[src/csc_pkg.sv]
// Constants and types shared by the channel setup controller
package csc_pkg;
    localparam int CLK_MHZ = 250;
    localparam int CYC_PER_MS = CLK_MHZ * 1000;
    localparam int T_ENTER_MS = 5000;
    localparam int T_EXIT_MS = 2000;
    localparam int T_BLANK_MS = 500;
    localparam int T_ACK_MS = 1000;
    localparam int T_FAST_MS = 50;
    localparam int T_SLOT_MS = 250;
    localparam int ENTER_CYC_DEF = T_ENTER_MS * CYC_PER_MS;
    localparam int EXIT_CYC_DEF = T_EXIT_MS * CYC_PER_MS;
    localparam int BLANK_CYC_DEF = T_BLANK_MS * CYC_PER_MS;
    localparam int ACK_CYC_DEF = T_ACK_MS * CYC_PER_MS;
    localparam int FAST_CYC_DEF = T_FAST_MS * CYC_PER_MS;
    localparam int SLOT_CYC_DEF = T_SLOT_MS * CYC_PER_MS;
    localparam int AUD_PRESSES = 5;
    // Flash sequence: eight on/off pairs plus a gap
    localparam int SLOTS = 20;
    localparam int NBTN = 5;
    localparam int BTN_PGM = 0;
    localparam int BTN_AUD = 1;
    localparam int BTN_PFL = 2;
    localparam int BTN_ON = 3;
    localparam int BTN_INP = 4;
    // Modes are held as mode number minus one
    localparam logic [2:0] MODE_MAX [NBTN] = '{3'h2, 3'h2, 3'h5, 3'h7, 3'h2};
    localparam logic [2:0] MD_FORCE_ON = 3'h1;
    localparam logic [2:0] MD_FORCE_OFF = 3'h2;
    localparam logic [2:0] ON_MD_DARK = 3'h2;
    localparam logic [2:0] ON_MD_ALWAYS = 3'h2;
    localparam logic [2:0] ON_MD_PIN5 = 3'h4;
    localparam logic [2:0] ON_MD_PIN6 = 3'h5;
    localparam int FN_MOM = 0;
    localparam int FN_AH = 1;
    localparam int FN_OUT = 2;
    localparam logic [2:0] ACT_NONE = 3'h0;
    localparam logic [2:0] ACT_CHON = 3'h1;
    localparam logic [2:0] ACT_RED = 3'h2;
    localparam logic [2:0] ACT_GREEN = 3'h3;
    localparam logic [2:0] ACT_FADER = 3'h4;
    localparam logic [2:0] ACT_IN_MAX = ACT_FADER;
    localparam logic [2:0] ACT_OUT_MAX = ACT_CHON;
    typedef struct packed {
        logic [2:0] act;
        logic [2:0] fn;
    } csc_pin_cfg_t;
    typedef struct packed {
        csc_pin_cfg_t [1:0] pin;
        logic [NBTN-1:0][2:0] mode;
    } csc_cfg_t;
    typedef struct packed {
        logic program_bus_select;
        logic audition_bus_select;
        logic pfl;
        logic on_red;
        logic on_green;
        logic inp;
    } csc_lamps_t;
    typedef enum logic [2:0] {ST_NORM, ST_BLANK, ST_FUNC, ST_ACT, ST_MODE} csc_state_t;
    localparam csc_cfg_t CFG_RST = '0;
endpackage

[src/csc_top.sv]
// Channel setup controller: setup menus, remote pins and channel state
`timescale 1ns/100ps
module csc_top import csc_pkg::*; #(
    parameter int unsigned ENTER_CYC = ENTER_CYC_DEF,
    parameter int unsigned EXIT_CYC = EXIT_CYC_DEF,
    parameter int unsigned BLANK_CYC = BLANK_CYC_DEF,
    parameter int unsigned ACK_CYC = ACK_CYC_DEF,
    parameter int unsigned FAST_CYC = FAST_CYC_DEF,
    parameter int unsigned SLOT_CYC = SLOT_CYC_DEF
) (
    input wire logic clk_sys,
    input wire logic sys_rst,
    input wire logic [NBTN-1:0] btn_pin,
    input wire logic fader_pin,
    input wire logic [1:0] gpio_i,
    input wire csc_cfg_t nv_rd_data,
    output logic [1:0] gpio_o,
    output logic [1:0] gpio_oe,
    output logic nv_wr,
    output csc_cfg_t nv_wr_data,
    output csc_lamps_t lamps,
    output logic pgm_route,
    output logic aud_route,
    output logic pfl_route,
    output logic second_input_select_sel,
    output logic chan_on,
    output logic fader_open,
    output logic chan_live,
    output logic setup_active
);

    if (ENTER_CYC < 2 || EXIT_CYC < 2 || BLANK_CYC < 1 || ACK_CYC < 1 || FAST_CYC < 1
        || SLOT_CYC < 1) begin : g_chk
        $error("csc_top: timing counts too small");
    end

    localparam int NS = NBTN + 3;
    csc_state_t state_r, state_nxt;
    csc_cfg_t cfg_r, cfg_nxt;
    csc_lamps_t lamps_nxt;
    logic [NS-1:0] s1_r, s2_r, prv_r;
    logic [NBTN-1:0] tog_r, mflash;
    logic [1:0] gp_asrt, gp_func, gp_prv_r, gp_tog_r, gpo_nxt;
    logic [2:0] sel_r, sel_nxt, aud_cnt_r;
    logic [31:0] hold_r, tmr_r, ack_r, fast_r, slot_tmr_r;
    logic [4:0] slot_r;
    logic pin_r, pin_nxt, load_r, hold_blk_r, fast_ph_r, commit, live_nxt;

    function automatic logic act_hit(csc_cfg_t c, logic [1:0] f, logic [2:0] a);
        logic hit;
        hit = 1'b0;
        for (int i = 0; i < 2; i++) begin
            hit = hit | (f[i] & (c.pin[i].act == a));
        end
        return hit;
    endfunction

    function automatic logic force_sel(logic [2:0] m, logic t);
        return (m == MD_FORCE_ON) | ((m != MD_FORCE_OFF) & t);
    endfunction

    // ----------------------------------------------------------------
    // Pin synchronisers and press detection
    // ----------------------------------------------------------------
    // No debounce here: panel buttons are assumed clean or filtered upstream
    always_ff @(posedge clk_sys) begin
        if (sys_rst) begin
            s1_r <= '0;
            s2_r <= '0;
            prv_r <= '0;
        end else begin
            s1_r <= {gpio_i, fader_pin, btn_pin};
            s2_r <= s1_r;
            prv_r <= s2_r;
        end
    end

    wire [NBTN-1:0] held = s2_r[NBTN-1:0];
    wire [NBTN-1:0] press = held & ~prv_r[NBTN-1:0];
    wire both = held[BTN_PGM] & held[BTN_AUD];
    wire fader_up = s2_r[NBTN];
    wire [1:0] pin_lvl = s2_r[NS-1:NBTN+1];

    // ----------------------------------------------------------------
    // Remote pin inputs and output levels
    // ----------------------------------------------------------------
    for (genvar i = 0; i < 2; i++) begin : g_pin
        assign gp_asrt[i] = ~(pin_lvl[i] ^ cfg_r.pin[i].fn[FN_AH]);
        assign gp_func[i] = ~cfg_r.pin[i].fn[FN_OUT]
            & (cfg_r.pin[i].fn[FN_MOM] ? gp_asrt[i] : gp_tog_r[i]);
        assign gpo_nxt[i] = ~((live_nxt & (cfg_r.pin[i].act == ACT_CHON))
            ^ cfg_r.pin[i].fn[FN_AH]);
    end

    always_ff @(posedge clk_sys) begin
        if (sys_rst) begin
            gp_prv_r <= '0;
            gp_tog_r <= '0;
        end else begin
            gp_prv_r <= gp_asrt;
            // Polarity is still the reset default while loading, so any edge then is false
            gp_tog_r <= gp_tog_r ^ (gp_asrt & ~gp_prv_r & {2{~load_r}});
        end
    end

    // ----------------------------------------------------------------
    // Channel behaviour in normal operation
    // ----------------------------------------------------------------
    wire in_norm = (state_r == ST_NORM);
    wire [2:0] on_mode = cfg_r.mode[BTN_ON];
    wire always_on = (on_mode >= ON_MD_ALWAYS);
    wire on_dark = (on_mode == ON_MD_DARK);
    wire led_by_pin = (on_mode == ON_MD_PIN5) | (on_mode == ON_MD_PIN6);
    wire chon_nxt = always_on | (tog_r[BTN_ON] ^ act_hit(cfg_r, gp_func, ACT_CHON));
    wire fopen_nxt = fader_up | act_hit(cfg_r, gp_func, ACT_FADER);
    assign live_nxt = chon_nxt & fopen_nxt;
    wire pgm_nxt = force_sel(cfg_r.mode[BTN_PGM], tog_r[BTN_PGM]);
    wire aud_nxt = force_sel(cfg_r.mode[BTN_AUD], tog_r[BTN_AUD]);
    wire inp_nxt = force_sel(cfg_r.mode[BTN_INP], tog_r[BTN_INP]);
    // Audition presses that belong to the entry gesture must not toggle routing
    wire [NBTN-1:0] tog_mask = {{(NBTN-2){1'b1}}, ~held[BTN_PGM], 1'b1};

    always_ff @(posedge clk_sys) begin
        if (sys_rst) begin
            tog_r <= '0;
        end else if (in_norm) begin
            tog_r <= tog_r ^ (press & tog_mask);
        end
    end

    // ----------------------------------------------------------------
    // Setup sequencing
    // ----------------------------------------------------------------
    wire [2:0] act_max = cfg_r.pin[pin_r].fn[FN_OUT] ? ACT_OUT_MAX : ACT_IN_MAX;
    wire hold_done_in = (hold_r == ENTER_CYC - 1);
    wire hold_done_out = (hold_r == EXIT_CYC - 1);
    wire gp_entry = in_norm & held[BTN_PGM] & press[BTN_AUD]
        & (aud_cnt_r == 3'(AUD_PRESSES - 1));
    wire hold_run = both & ~hold_blk_r & (in_norm | (state_r == ST_MODE));

    always_comb begin
        state_nxt = state_r;
        sel_nxt = sel_r;
        pin_nxt = pin_r;
        cfg_nxt = cfg_r;
        commit = 1'b0;
        case (state_r)
            ST_NORM: begin
                if (gp_entry) begin
                    state_nxt = ST_BLANK;
                    pin_nxt = 1'b0;
                end else if (hold_done_in) begin
                    state_nxt = ST_MODE;
                end
            end
            ST_BLANK: begin
                if (tmr_r == BLANK_CYC - 1) begin
                    state_nxt = ST_FUNC;
                    sel_nxt = cfg_r.pin[pin_r].fn;
                end
            end
            ST_FUNC: begin
                if (press[BTN_ON]) begin
                    cfg_nxt.pin[pin_r].fn = sel_r;
                    commit = 1'b1;
                    state_nxt = ST_ACT;
                    sel_nxt = (sel_r[FN_OUT] && cfg_r.pin[pin_r].act > ACT_OUT_MAX) ?
                        ACT_NONE : cfg_r.pin[pin_r].act;
                end else if (press[BTN_PGM]) begin
                    sel_nxt = sel_r + 3'h1;
                end
            end
            ST_ACT: begin
                if (press[BTN_ON]) begin
                    cfg_nxt.pin[pin_r].act = sel_r;
                    commit = 1'b1;
                    if (pin_r) begin
                        state_nxt = ST_NORM;
                    end else begin
                        pin_nxt = 1'b1;
                        state_nxt = ST_FUNC;
                        sel_nxt = cfg_r.pin[1].fn;
                    end
                end else if (press[BTN_PGM]) begin
                    sel_nxt = (sel_r >= act_max) ? ACT_NONE : sel_r + 3'h1;
                end
            end
            ST_MODE: begin
                if (hold_done_out) begin
                    state_nxt = ST_NORM;
                    commit = 1'b1;
                end else begin
                    for (int b = 0; b < NBTN; b++) begin
                        if (press[b] & ~both) begin
                            cfg_nxt.mode[b] = (cfg_r.mode[b] >= MODE_MAX[b]) ?
                                3'h0 : cfg_r.mode[b] + 3'h1;
                        end
                    end
                end
            end
            default: state_nxt = ST_NORM;
        endcase
    end

    always_ff @(posedge clk_sys) begin
        if (sys_rst) begin
            state_r <= ST_NORM;
            sel_r <= '0;
            pin_r <= 1'b0;
            cfg_r <= CFG_RST;
            load_r <= 1'b1;
        end else begin
            state_r <= state_nxt;
            sel_r <= sel_nxt;
            pin_r <= pin_nxt;
            load_r <= 1'b0;
            cfg_r <= load_r ? nv_rd_data : cfg_nxt;
        end
    end

    // ----------------------------------------------------------------
    // Timers
    // ----------------------------------------------------------------
    // A hold must restart after each state change, so held buttons do not chain
    always_ff @(posedge clk_sys) begin
        if (sys_rst) begin
            hold_r <= '0;
            hold_blk_r <= 1'b0;
            aud_cnt_r <= '0;
            tmr_r <= '0;
            ack_r <= '0;
            fast_r <= '0;
            fast_ph_r <= 1'b0;
            slot_tmr_r <= '0;
            slot_r <= '0;
        end else begin
            hold_r <= (hold_run && state_nxt == state_r) ? hold_r + 32'h1 : 32'h0;
            hold_blk_r <= (state_nxt != state_r) | (hold_blk_r & both);
            aud_cnt_r <= (in_norm & held[BTN_PGM] & ~gp_entry) ?
                aud_cnt_r + {2'h0, press[BTN_AUD]} : 3'h0;
            tmr_r <= (state_r == ST_BLANK && state_nxt == ST_BLANK) ? tmr_r + 32'h1 : 32'h0;
            ack_r <= (commit && state_r != ST_MODE) ? ACK_CYC :
                (ack_r != 32'h0) ? ack_r - 32'h1 : 32'h0;
            fast_r <= (fast_r == FAST_CYC - 1) ? 32'h0 : fast_r + 32'h1;
            fast_ph_r <= fast_ph_r ^ (fast_r == FAST_CYC - 1);
            if (state_r != ST_MODE) begin
                slot_tmr_r <= 32'h0;
                slot_r <= 5'h0;
            end else if (slot_tmr_r == SLOT_CYC - 1) begin
                slot_tmr_r <= 32'h0;
                slot_r <= (slot_r == 5'(SLOTS - 1)) ? 5'h0 : slot_r + 5'h1;
            end else begin
                slot_tmr_r <= slot_tmr_r + 32'h1;
            end
        end
    end

    // ----------------------------------------------------------------
    // Lamps
    // ----------------------------------------------------------------
    for (genvar b = 0; b < NBTN; b++) begin : g_flash
        assign mflash[b] = ~slot_r[0] & (slot_r[4:1] <= {1'b0, cfg_r.mode[b]});
    end

    always_comb begin
        lamps_nxt = '0;
        case (state_r)
            ST_NORM: begin
                lamps_nxt.program_bus_select = pgm_nxt;
                lamps_nxt.audition_bus_select = aud_nxt;
                lamps_nxt.pfl = tog_r[BTN_PFL];
                lamps_nxt.inp = inp_nxt;
                lamps_nxt.on_red = led_by_pin ? act_hit(cfg_r, gp_func, ACT_RED) :
                    ~on_dark & chon_nxt & ~live_nxt;
                lamps_nxt.on_green = led_by_pin ? act_hit(cfg_r, gp_func, ACT_GREEN) :
                    ~on_dark & live_nxt;
            end
            ST_FUNC, ST_ACT: begin
                lamps_nxt.on_green = sel_r[FN_MOM];
                lamps_nxt.pfl = sel_r[FN_AH];
                lamps_nxt.audition_bus_select = sel_r[FN_OUT];
                lamps_nxt.program_bus_select = (ack_r != 32'h0) & fast_ph_r;
            end
            ST_MODE: begin
                lamps_nxt.program_bus_select = mflash[BTN_PGM];
                lamps_nxt.audition_bus_select = mflash[BTN_AUD];
                lamps_nxt.pfl = mflash[BTN_PFL];
                lamps_nxt.on_green = mflash[BTN_ON];
                lamps_nxt.inp = mflash[BTN_INP];
            end
            default: lamps_nxt = '0;
        endcase
    end

    // ----------------------------------------------------------------
    // Registered outputs
    // ----------------------------------------------------------------
    always_ff @(posedge clk_sys) begin
        if (sys_rst) begin
            gpio_o <= '0;
            gpio_oe <= '0;
            nv_wr <= 1'b0;
            nv_wr_data <= CFG_RST;
            lamps <= '0;
            pgm_route <= 1'b0;
            aud_route <= 1'b0;
            pfl_route <= 1'b0;
            second_input_select_sel <= 1'b0;
            chan_on <= 1'b0;
            fader_open <= 1'b0;
            chan_live <= 1'b0;
            setup_active <= 1'b0;
        end else begin
            gpio_o <= gpo_nxt;
            gpio_oe <= {cfg_r.pin[1].fn[FN_OUT], cfg_r.pin[0].fn[FN_OUT]};
            nv_wr <= commit;
            nv_wr_data <= cfg_nxt;
            lamps <= lamps_nxt;
            pgm_route <= pgm_nxt;
            aud_route <= aud_nxt;
            pfl_route <= tog_r[BTN_PFL];
            second_input_select_sel <= inp_nxt;
            chan_on <= chon_nxt;
            fader_open <= fopen_nxt;
            chan_live <= live_nxt;
            setup_active <= (state_nxt != ST_NORM);
        end
    end
endmodule

[config.mk]
export PLATFORM = sky130hd
export DESIGN_NAME = csc_top
export DESIGN_NICKNAME = d
export VERILOG_FILES = /design/src/csc_pkg.sv /design/src/csc_top.sv
export SDC_FILE = /design/constraint.sdc
export NUM_CORES = 1
export LEC_CHECK = 0
export BUFFER_PORTS_ARGS = -buffer_cell sky130_fd_sc_hd__buf_2
export CAP_MARGIN = 5
export CORE_MARGIN = 1
export CORE_UTILIZATION = 43
export CTS_CLUSTER_DIAMETER = 60
export DETAILED_ROUTE_END_ITERATION = 6
export PLACE_DENSITY_LB_ADDON = 0.2
export SYNTH_ARGS = -nofsm -noshare
export SYNTH_HDL_FRONTEND = slang
export SYNTH_SLANG_ARGS = --single-unit
[constraint.sdc]
create_clock -name clk_sys -period 5.1 [get_ports clk_sys]
set_input_delay 0.51 -clock clk_sys [delete_from_list [all_inputs] [get_ports clk_sys]]
set_output_delay 0.51 -clock clk_sys [all_outputs]
set_load 0.005 [all_outputs]
== Yosys cells after proc, flatten, opt, wreduce, memory -nomap -nowiden ==
Index checks and enable logic that the tools add are counted.

* Register bits after elaboration: 281
* Bits in latches: 0
* RAM bits: 0
* Bits in read-only memories: 0
* Input port bits: 37
* Output and inout bits: 46
* Memories: 0

* Add/subtract/negate cells: 13
* Multipliers: 0
* Div/mod/pow operators: 0
* $lt $le $gt $ge: 15
* Equality and inequality tests: 38
* Shift operators: 0
* Mux-type cells: 59
* Bitwise gates (word level): 83
* Reduce and logical (&&, ||, !) cells: 21

{| class="wikitable"
|+ Operators with widths
! kind !! number
|-
| $add A32 B1 Y32 const B || 4
|-
| $mux W3 || 26
|-
| $mux W28 || 2
|-
| $and A1 B1 Y1 || 38
|-
| $eq A32 B24 Y1 const B || 1
|-
| $eq A32 B26 Y1 const B || 1
|-
| $eq A32 B27 Y1 const B || 1
|-
| $eq A32 B29 Y1 const B || 1
|-
| $eq A32 B31 Y1 const B || 1
|-
| $reduce_bool A32 Y1 || 1
|-
| $sub A32 B1 Y32 const B || 1
|-
| $mux W15 || 2
|-
| $mux W27 || 1
|-
| $bwmux W12 || 2
|-
| $mux W12 || 2
|-
| $pmux W12 S2 || 1
|-
| $eq A3 B1 Y1 const B || 7
|-
| $eq A3 B2 Y1 const B || 7
|-
| $le A4 B3 Y1 || 5
|-
| $not A1 Y1 || 19
|-
| $add A3 B1 Y3 const B || 6
|-
| $eq A3 B3 Y1 const B || 6
|-
| $mux W6 || 3
|-
| $pmux W3 S3 || 2
|-
| other kinds (38) || 89
|}

== Longest topological paths before layout ==
* Word-level depth: 12
* Mapped depth: 9

== Worst setup path after synthesis ==
No wires, ideal clock.

* Path type: register -> register
* Start: register hold_r[11]
* End: register cfg_r (netlist bit on_mode[2])
* Library setup time: 86 ps
* Arrival: 2551 ps
* Required time: 5014 ps
* Path slack: 2463 ps
* Cell stages (with the launch flop): 8
* Cell sequence: dfxtp_1 -> or4b_1 -> or4_1 -> or4_1 -> buf_6 -> nand4_4 -> mux2_2 -> a211oi_1

* Word-level cells in the longest chain between the ends: 4

{| class="wikitable"
|+ Ends and longest elaborated chain
! element !! RTL line !! source
|-
| start: declaration || csc_top.sv:45 || <nowiki>logic [31:0] hold_r, tmr_r, ack_r, fast_r, slot_tmr_r;</nowiki>
|-
| start signal: assignment || csc_top.sv:237 || <nowiki>hold_r <= (hold_run && state_nxt == state_r) ? hold_r + 32'h1 : 32'h0;</nowiki>
|-
| $eq A32 B29 Y1 || csc_top.sv:136 || <nowiki>wire hold_done_out = (hold_r == EXIT_CYC - 1);</nowiki>
|-
| $mux W15 || csc_top.sv:189 || <nowiki>if (hold_done_out) begin</nowiki>
|-
| $mux W15 || csc_top.sv:147 || <nowiki>case (state_r)</nowiki>
|-
| $mux W27 || csc_top.sv:217 || <nowiki>cfg_r <= load_r ? nv_rd_data : cfg_nxt;</nowiki>
|-
| end signal: assignment || csc_top.sv:217 ||
|-
| end: declaration || csc_top.sv:39 || <nowiki>csc_cfg_t cfg_r, cfg_nxt;</nowiki>
|}

No other way between the ends.
A chain may end at the register's enable or synchronous reset.

== Final worst setup path ==
* Start: register ack_r[2]
* End: register ack_r[8]

* Word-level cells in the longest chain between the ends: 3
* Elaborated cells between the ends (all ways): 4
* Those cells by class: add/sub: 1; bitwise: 1; reduce/logical: 2

{| class="wikitable"
|+ Ends and longest elaborated chain
! element !! RTL line !! source
|-
| start: declaration || csc_top.sv:45 ||
|-
| start signal: assignment || csc_top.sv:242 || <nowiki>ack_r <= (commit && state_r != ST_MODE) ? ACK_CYC :</nowiki>
|-
| branches (longest 3 deep; another with $sub A32 B1 Y32) || -- ||
|}

Parallel ways; which one is timed is not known.

==> key figures <==
Status
  – Status: completed

GRT
  – Grt ovf: 0
  – Vias in the first global route: just over 9000
  – Largest net degree at the start of global routing: between 50 and 60
  – Antenna violations before repair: 0
  – First-pass GRT wire length: 45500 um
  – Total track usage: between 10% and 20%

Placement
  – PortBufs: 82
  – Post-DP HPWL: roughly 19000 um
  – Routability congestion estimate from global placement: just over 0.8

Finish
  – Final net count: about 1600
  – Multi-input logic area: between 6000 and 7000 um2
  – Register Area: around 5600 um2
  – Fillers: 2769
  – Most frequent cells in the layout: dfxtp_1 (281), nor2_1 (278), xor2_1 (90)
  – Layout area overhead: 15.0%
  – Commonest non-fill, non-tap cell in the layout: dfxtp_1
  – # diodes: 0
  – Fraction of layout cells with a size suffix above 1: roughly a tenth

Detailed routing
  – Pre-antenna DRT Iters: 5
  – Final WL: 27300 um
  – Vias: between 9000 and 10000
  – 1st-iter DRT viols: 506
  – ANT nets after route: 0
  – Routed length per instance: 14.3 um
  – Via/cell ratio: between 5 and 6
  – Post-route DRC: 0

Clock tree
  – Root buffer cell: clkbuf_16
  – CTS buffer count: 34
  – Clk buf depth: 3
  – CTS tree: done
  – Clock Pin Slew Worst Setup and Hold Paths: approximately 0.06 ns
  – Clk_lat worst skew: 0.52 ns
  – Resize count post-CTS: 0
  – Post CTS Setup Buffer Count: 0
  – CTS Sinks: approximately 280
  – Hold-fix buffers, CTS: 0
  – CTS H-tree lvls: 2

Setup path
  – Startpoint Class: flop
  – Crit-path max FO: 19
  – CP Class: flop to flop
  – Crit. End Element: flop
  – Required time worst endpoint: roughly 5.5 ns
  – CP arrival: around 3.4 ns

STA
  – # setup viols final: 0
  – Maximum clock rate: between 0.3 and 0.4 GHz
  – Period utilization: around 60%
  – Final Max Tran Viols: 0
  – Worst-Margin Slew: slightly above 1 ns
  – Worst slew margin: about a third
  – RSZ-0062 raised after global routing: no
  – Setup TNS: 0 ns
  – Worst Skew: about 0.02 ns
  – Final min period: 3.06 ns
  – Hold Violations, Final: 0

Pwr
  – Design Power: between 5 and 6 mW
  – VDD IR max: roughly 0.27 mV
  – Static Leakage: approximately 5.4 nW
  – Pwr/cell area: between 300 and 400 nW/um2

Synth
  – Syn avg cell area: 8.78 um2
  – Syn Nets: about 1500
  – Post-synthesis sequential area ratio: between 40% and 50%
  – Synth cell types: between 60 and 70
  – Post-synthesis cell count: around 1400
  – Ys Warns: 0
  – Async SR Flop Fraction: 0%
  – Most common flop cell mapped by yosys: dfxtp_1
  – Post-synth EDFFs: 0
  – Synth Cell Area: ~13000 um2
  – Seq cells post-synth: 281

Die
  – Initial Utilization: a little over two fifths
  – Rows: 62
  – Die ar.: roughly 30000 um2
  – CORE AREA: 28600 um2
  – Die Y-Extent: about 170 um
  – I/O pin total: 83
  – Chip Width: roughly 170 um

Run
  – Max Cap Viol: 0

Worst hold path
  – Worst Hold Class: input port to flop
## path summary, 6_finish.rpt
check             startpoint        to  slack (ns)  cells after the start
hold / removal    btn_pin[2]   s1_r[2]        0.20                      2
setup / recovery    ack_r[2]  ack_r[8]        2.04                      6
setup reg to reg    ack_r[2]  ack_r[8]        2.04                      6
hold reg to reg      s1_r[6]   s2_r[6]        0.44                      1
## critical path: stages (launching register included)
cell and delay [ns]:
dfxtp_1 0.34, nor4_1 0.61, and4b_1 0.41, nand3_1 0.20, o41ai_2 0.59, nand2b_1 0.66, nor2_1 0.11
## power breakdown
group	total [mW]	leakage (nW)	switching, mW	internal (mW)
logic	0.671	2.55	0.370	0.301
clock network	2.52	0.576	0.933	1.59
registers	2.45	2.29	0.118	2.34
total	5.64	5.42	1.42	4.22
## synth_stat cells, types with 6 or more instances
library cell | n | area [um2]
or2_2 | 6 | 37.5
nor3_1 | 39 | 195
dfxtp_1 | 281 | 5630
nand2_1 | 88 | 330
xor2_1 | 90 | 788
mux2i_1 | 27 | 270
a21oi_1 | 42 | 210
and4_1 | 13 | 114
or3_1 | 19 | 119
a211oi_1 | 18 | 135
inv_1 | 39 | 146
nand3b_1 | 6 | 45.0
xnor2_1 | 62 | 543
clkbuf_1 | 46 | 173
a31oi_1 | 7 | 43.8
nand4_1 | 23 | 144
nor2b_1 | 40 | 250
nor2_1 | 278 | 1040
nor4b_1 | 6 | 52.6
and2_1 | 8 | 50.1
nor4_1 | 24 | 150
nand2b_1 | 12 | 75.1
and3_1 | 26 | 163
or4_1 | 9 | 67.6
nand3_1 | 59 | 295
o21ai_0 | 33 | 165
ha_1 | 40 | 500
## through the flow
| step | worst slack (ns) | instance area (um2) | hold slack [ns] | cells | util (%) |
|---|---|---|---|---|---|
| after floorplan | 2.46 | 12500 | 0.414 | 1425 | - |
| after global placement | 2.12 | 13200 | 0.416 | 1841 | 46.1 |
| after detailed placement | 2.02 | 13200 | 0.423 | 1841 | 46.1 |
| after CTS | 2.00 | 14400 | 0.195 | 1901 | 50.2 |
| after global routing | 1.72 | 14400 | 0.207 | 1901 | 50.2 |
| final | 2.04 | 14400 | 0.205 | 1901 | 50.2 |
## kinds of logic (layout without fill, tap and decap cells)
group / after synthesis / count (layout) / share of synthesized area, %
muxes: 31 / 31 / 2.52
adders and majority gates: 40 / 40 / 4.00
xor gates and xnor gates: 152 / 152 / 10.6
and+or+nand+nor: 683 / 683 / 27.4
DFF: 281 / 281 / 45.0
buffers and inverters: 95 / 187 / 3.12
AOI/OAI and AO/OA: 143 / 143 / 7.36
## state kept, by name (all words and copies together) (netlist names), 3 cells and up
name	flops
s1_r	8
on_mode	3
cfg_r	24
tog_r	5
state_r	3
tmr_r	32
fast_r	32
nv_wr_data	27
s2_r	8
slot_tmr_r	32
prv_r	5
lamps	6
slot_r	5
ack_r	32
sel_r	3
aud_cnt_r	3
hold_r	32
## per-layer routing
layer,wire (um),track usage [%],up-vias,part of all wire [%]
met3,1130,3.28,52,4.2
met4,785,6.47,0,2.9
met2,12200,29.1,177,45
met1,13200,24.8,4446,48
li1,-,-,5016,-
met5,0,0,-,0
## area by class of cell
type                            instances  area share, %
Clock inverter                         11           1.17
Timing Repair Buffer                   87           3.13
Multi-Input combinational cell       1049           45.1
Clock buffer                           49           7.03
Inverter                               40           1.04
Sequential cell                       281           39.1
Tap cell                              384           3.34
No activity file was read; power rests on OpenSTA's default activity.
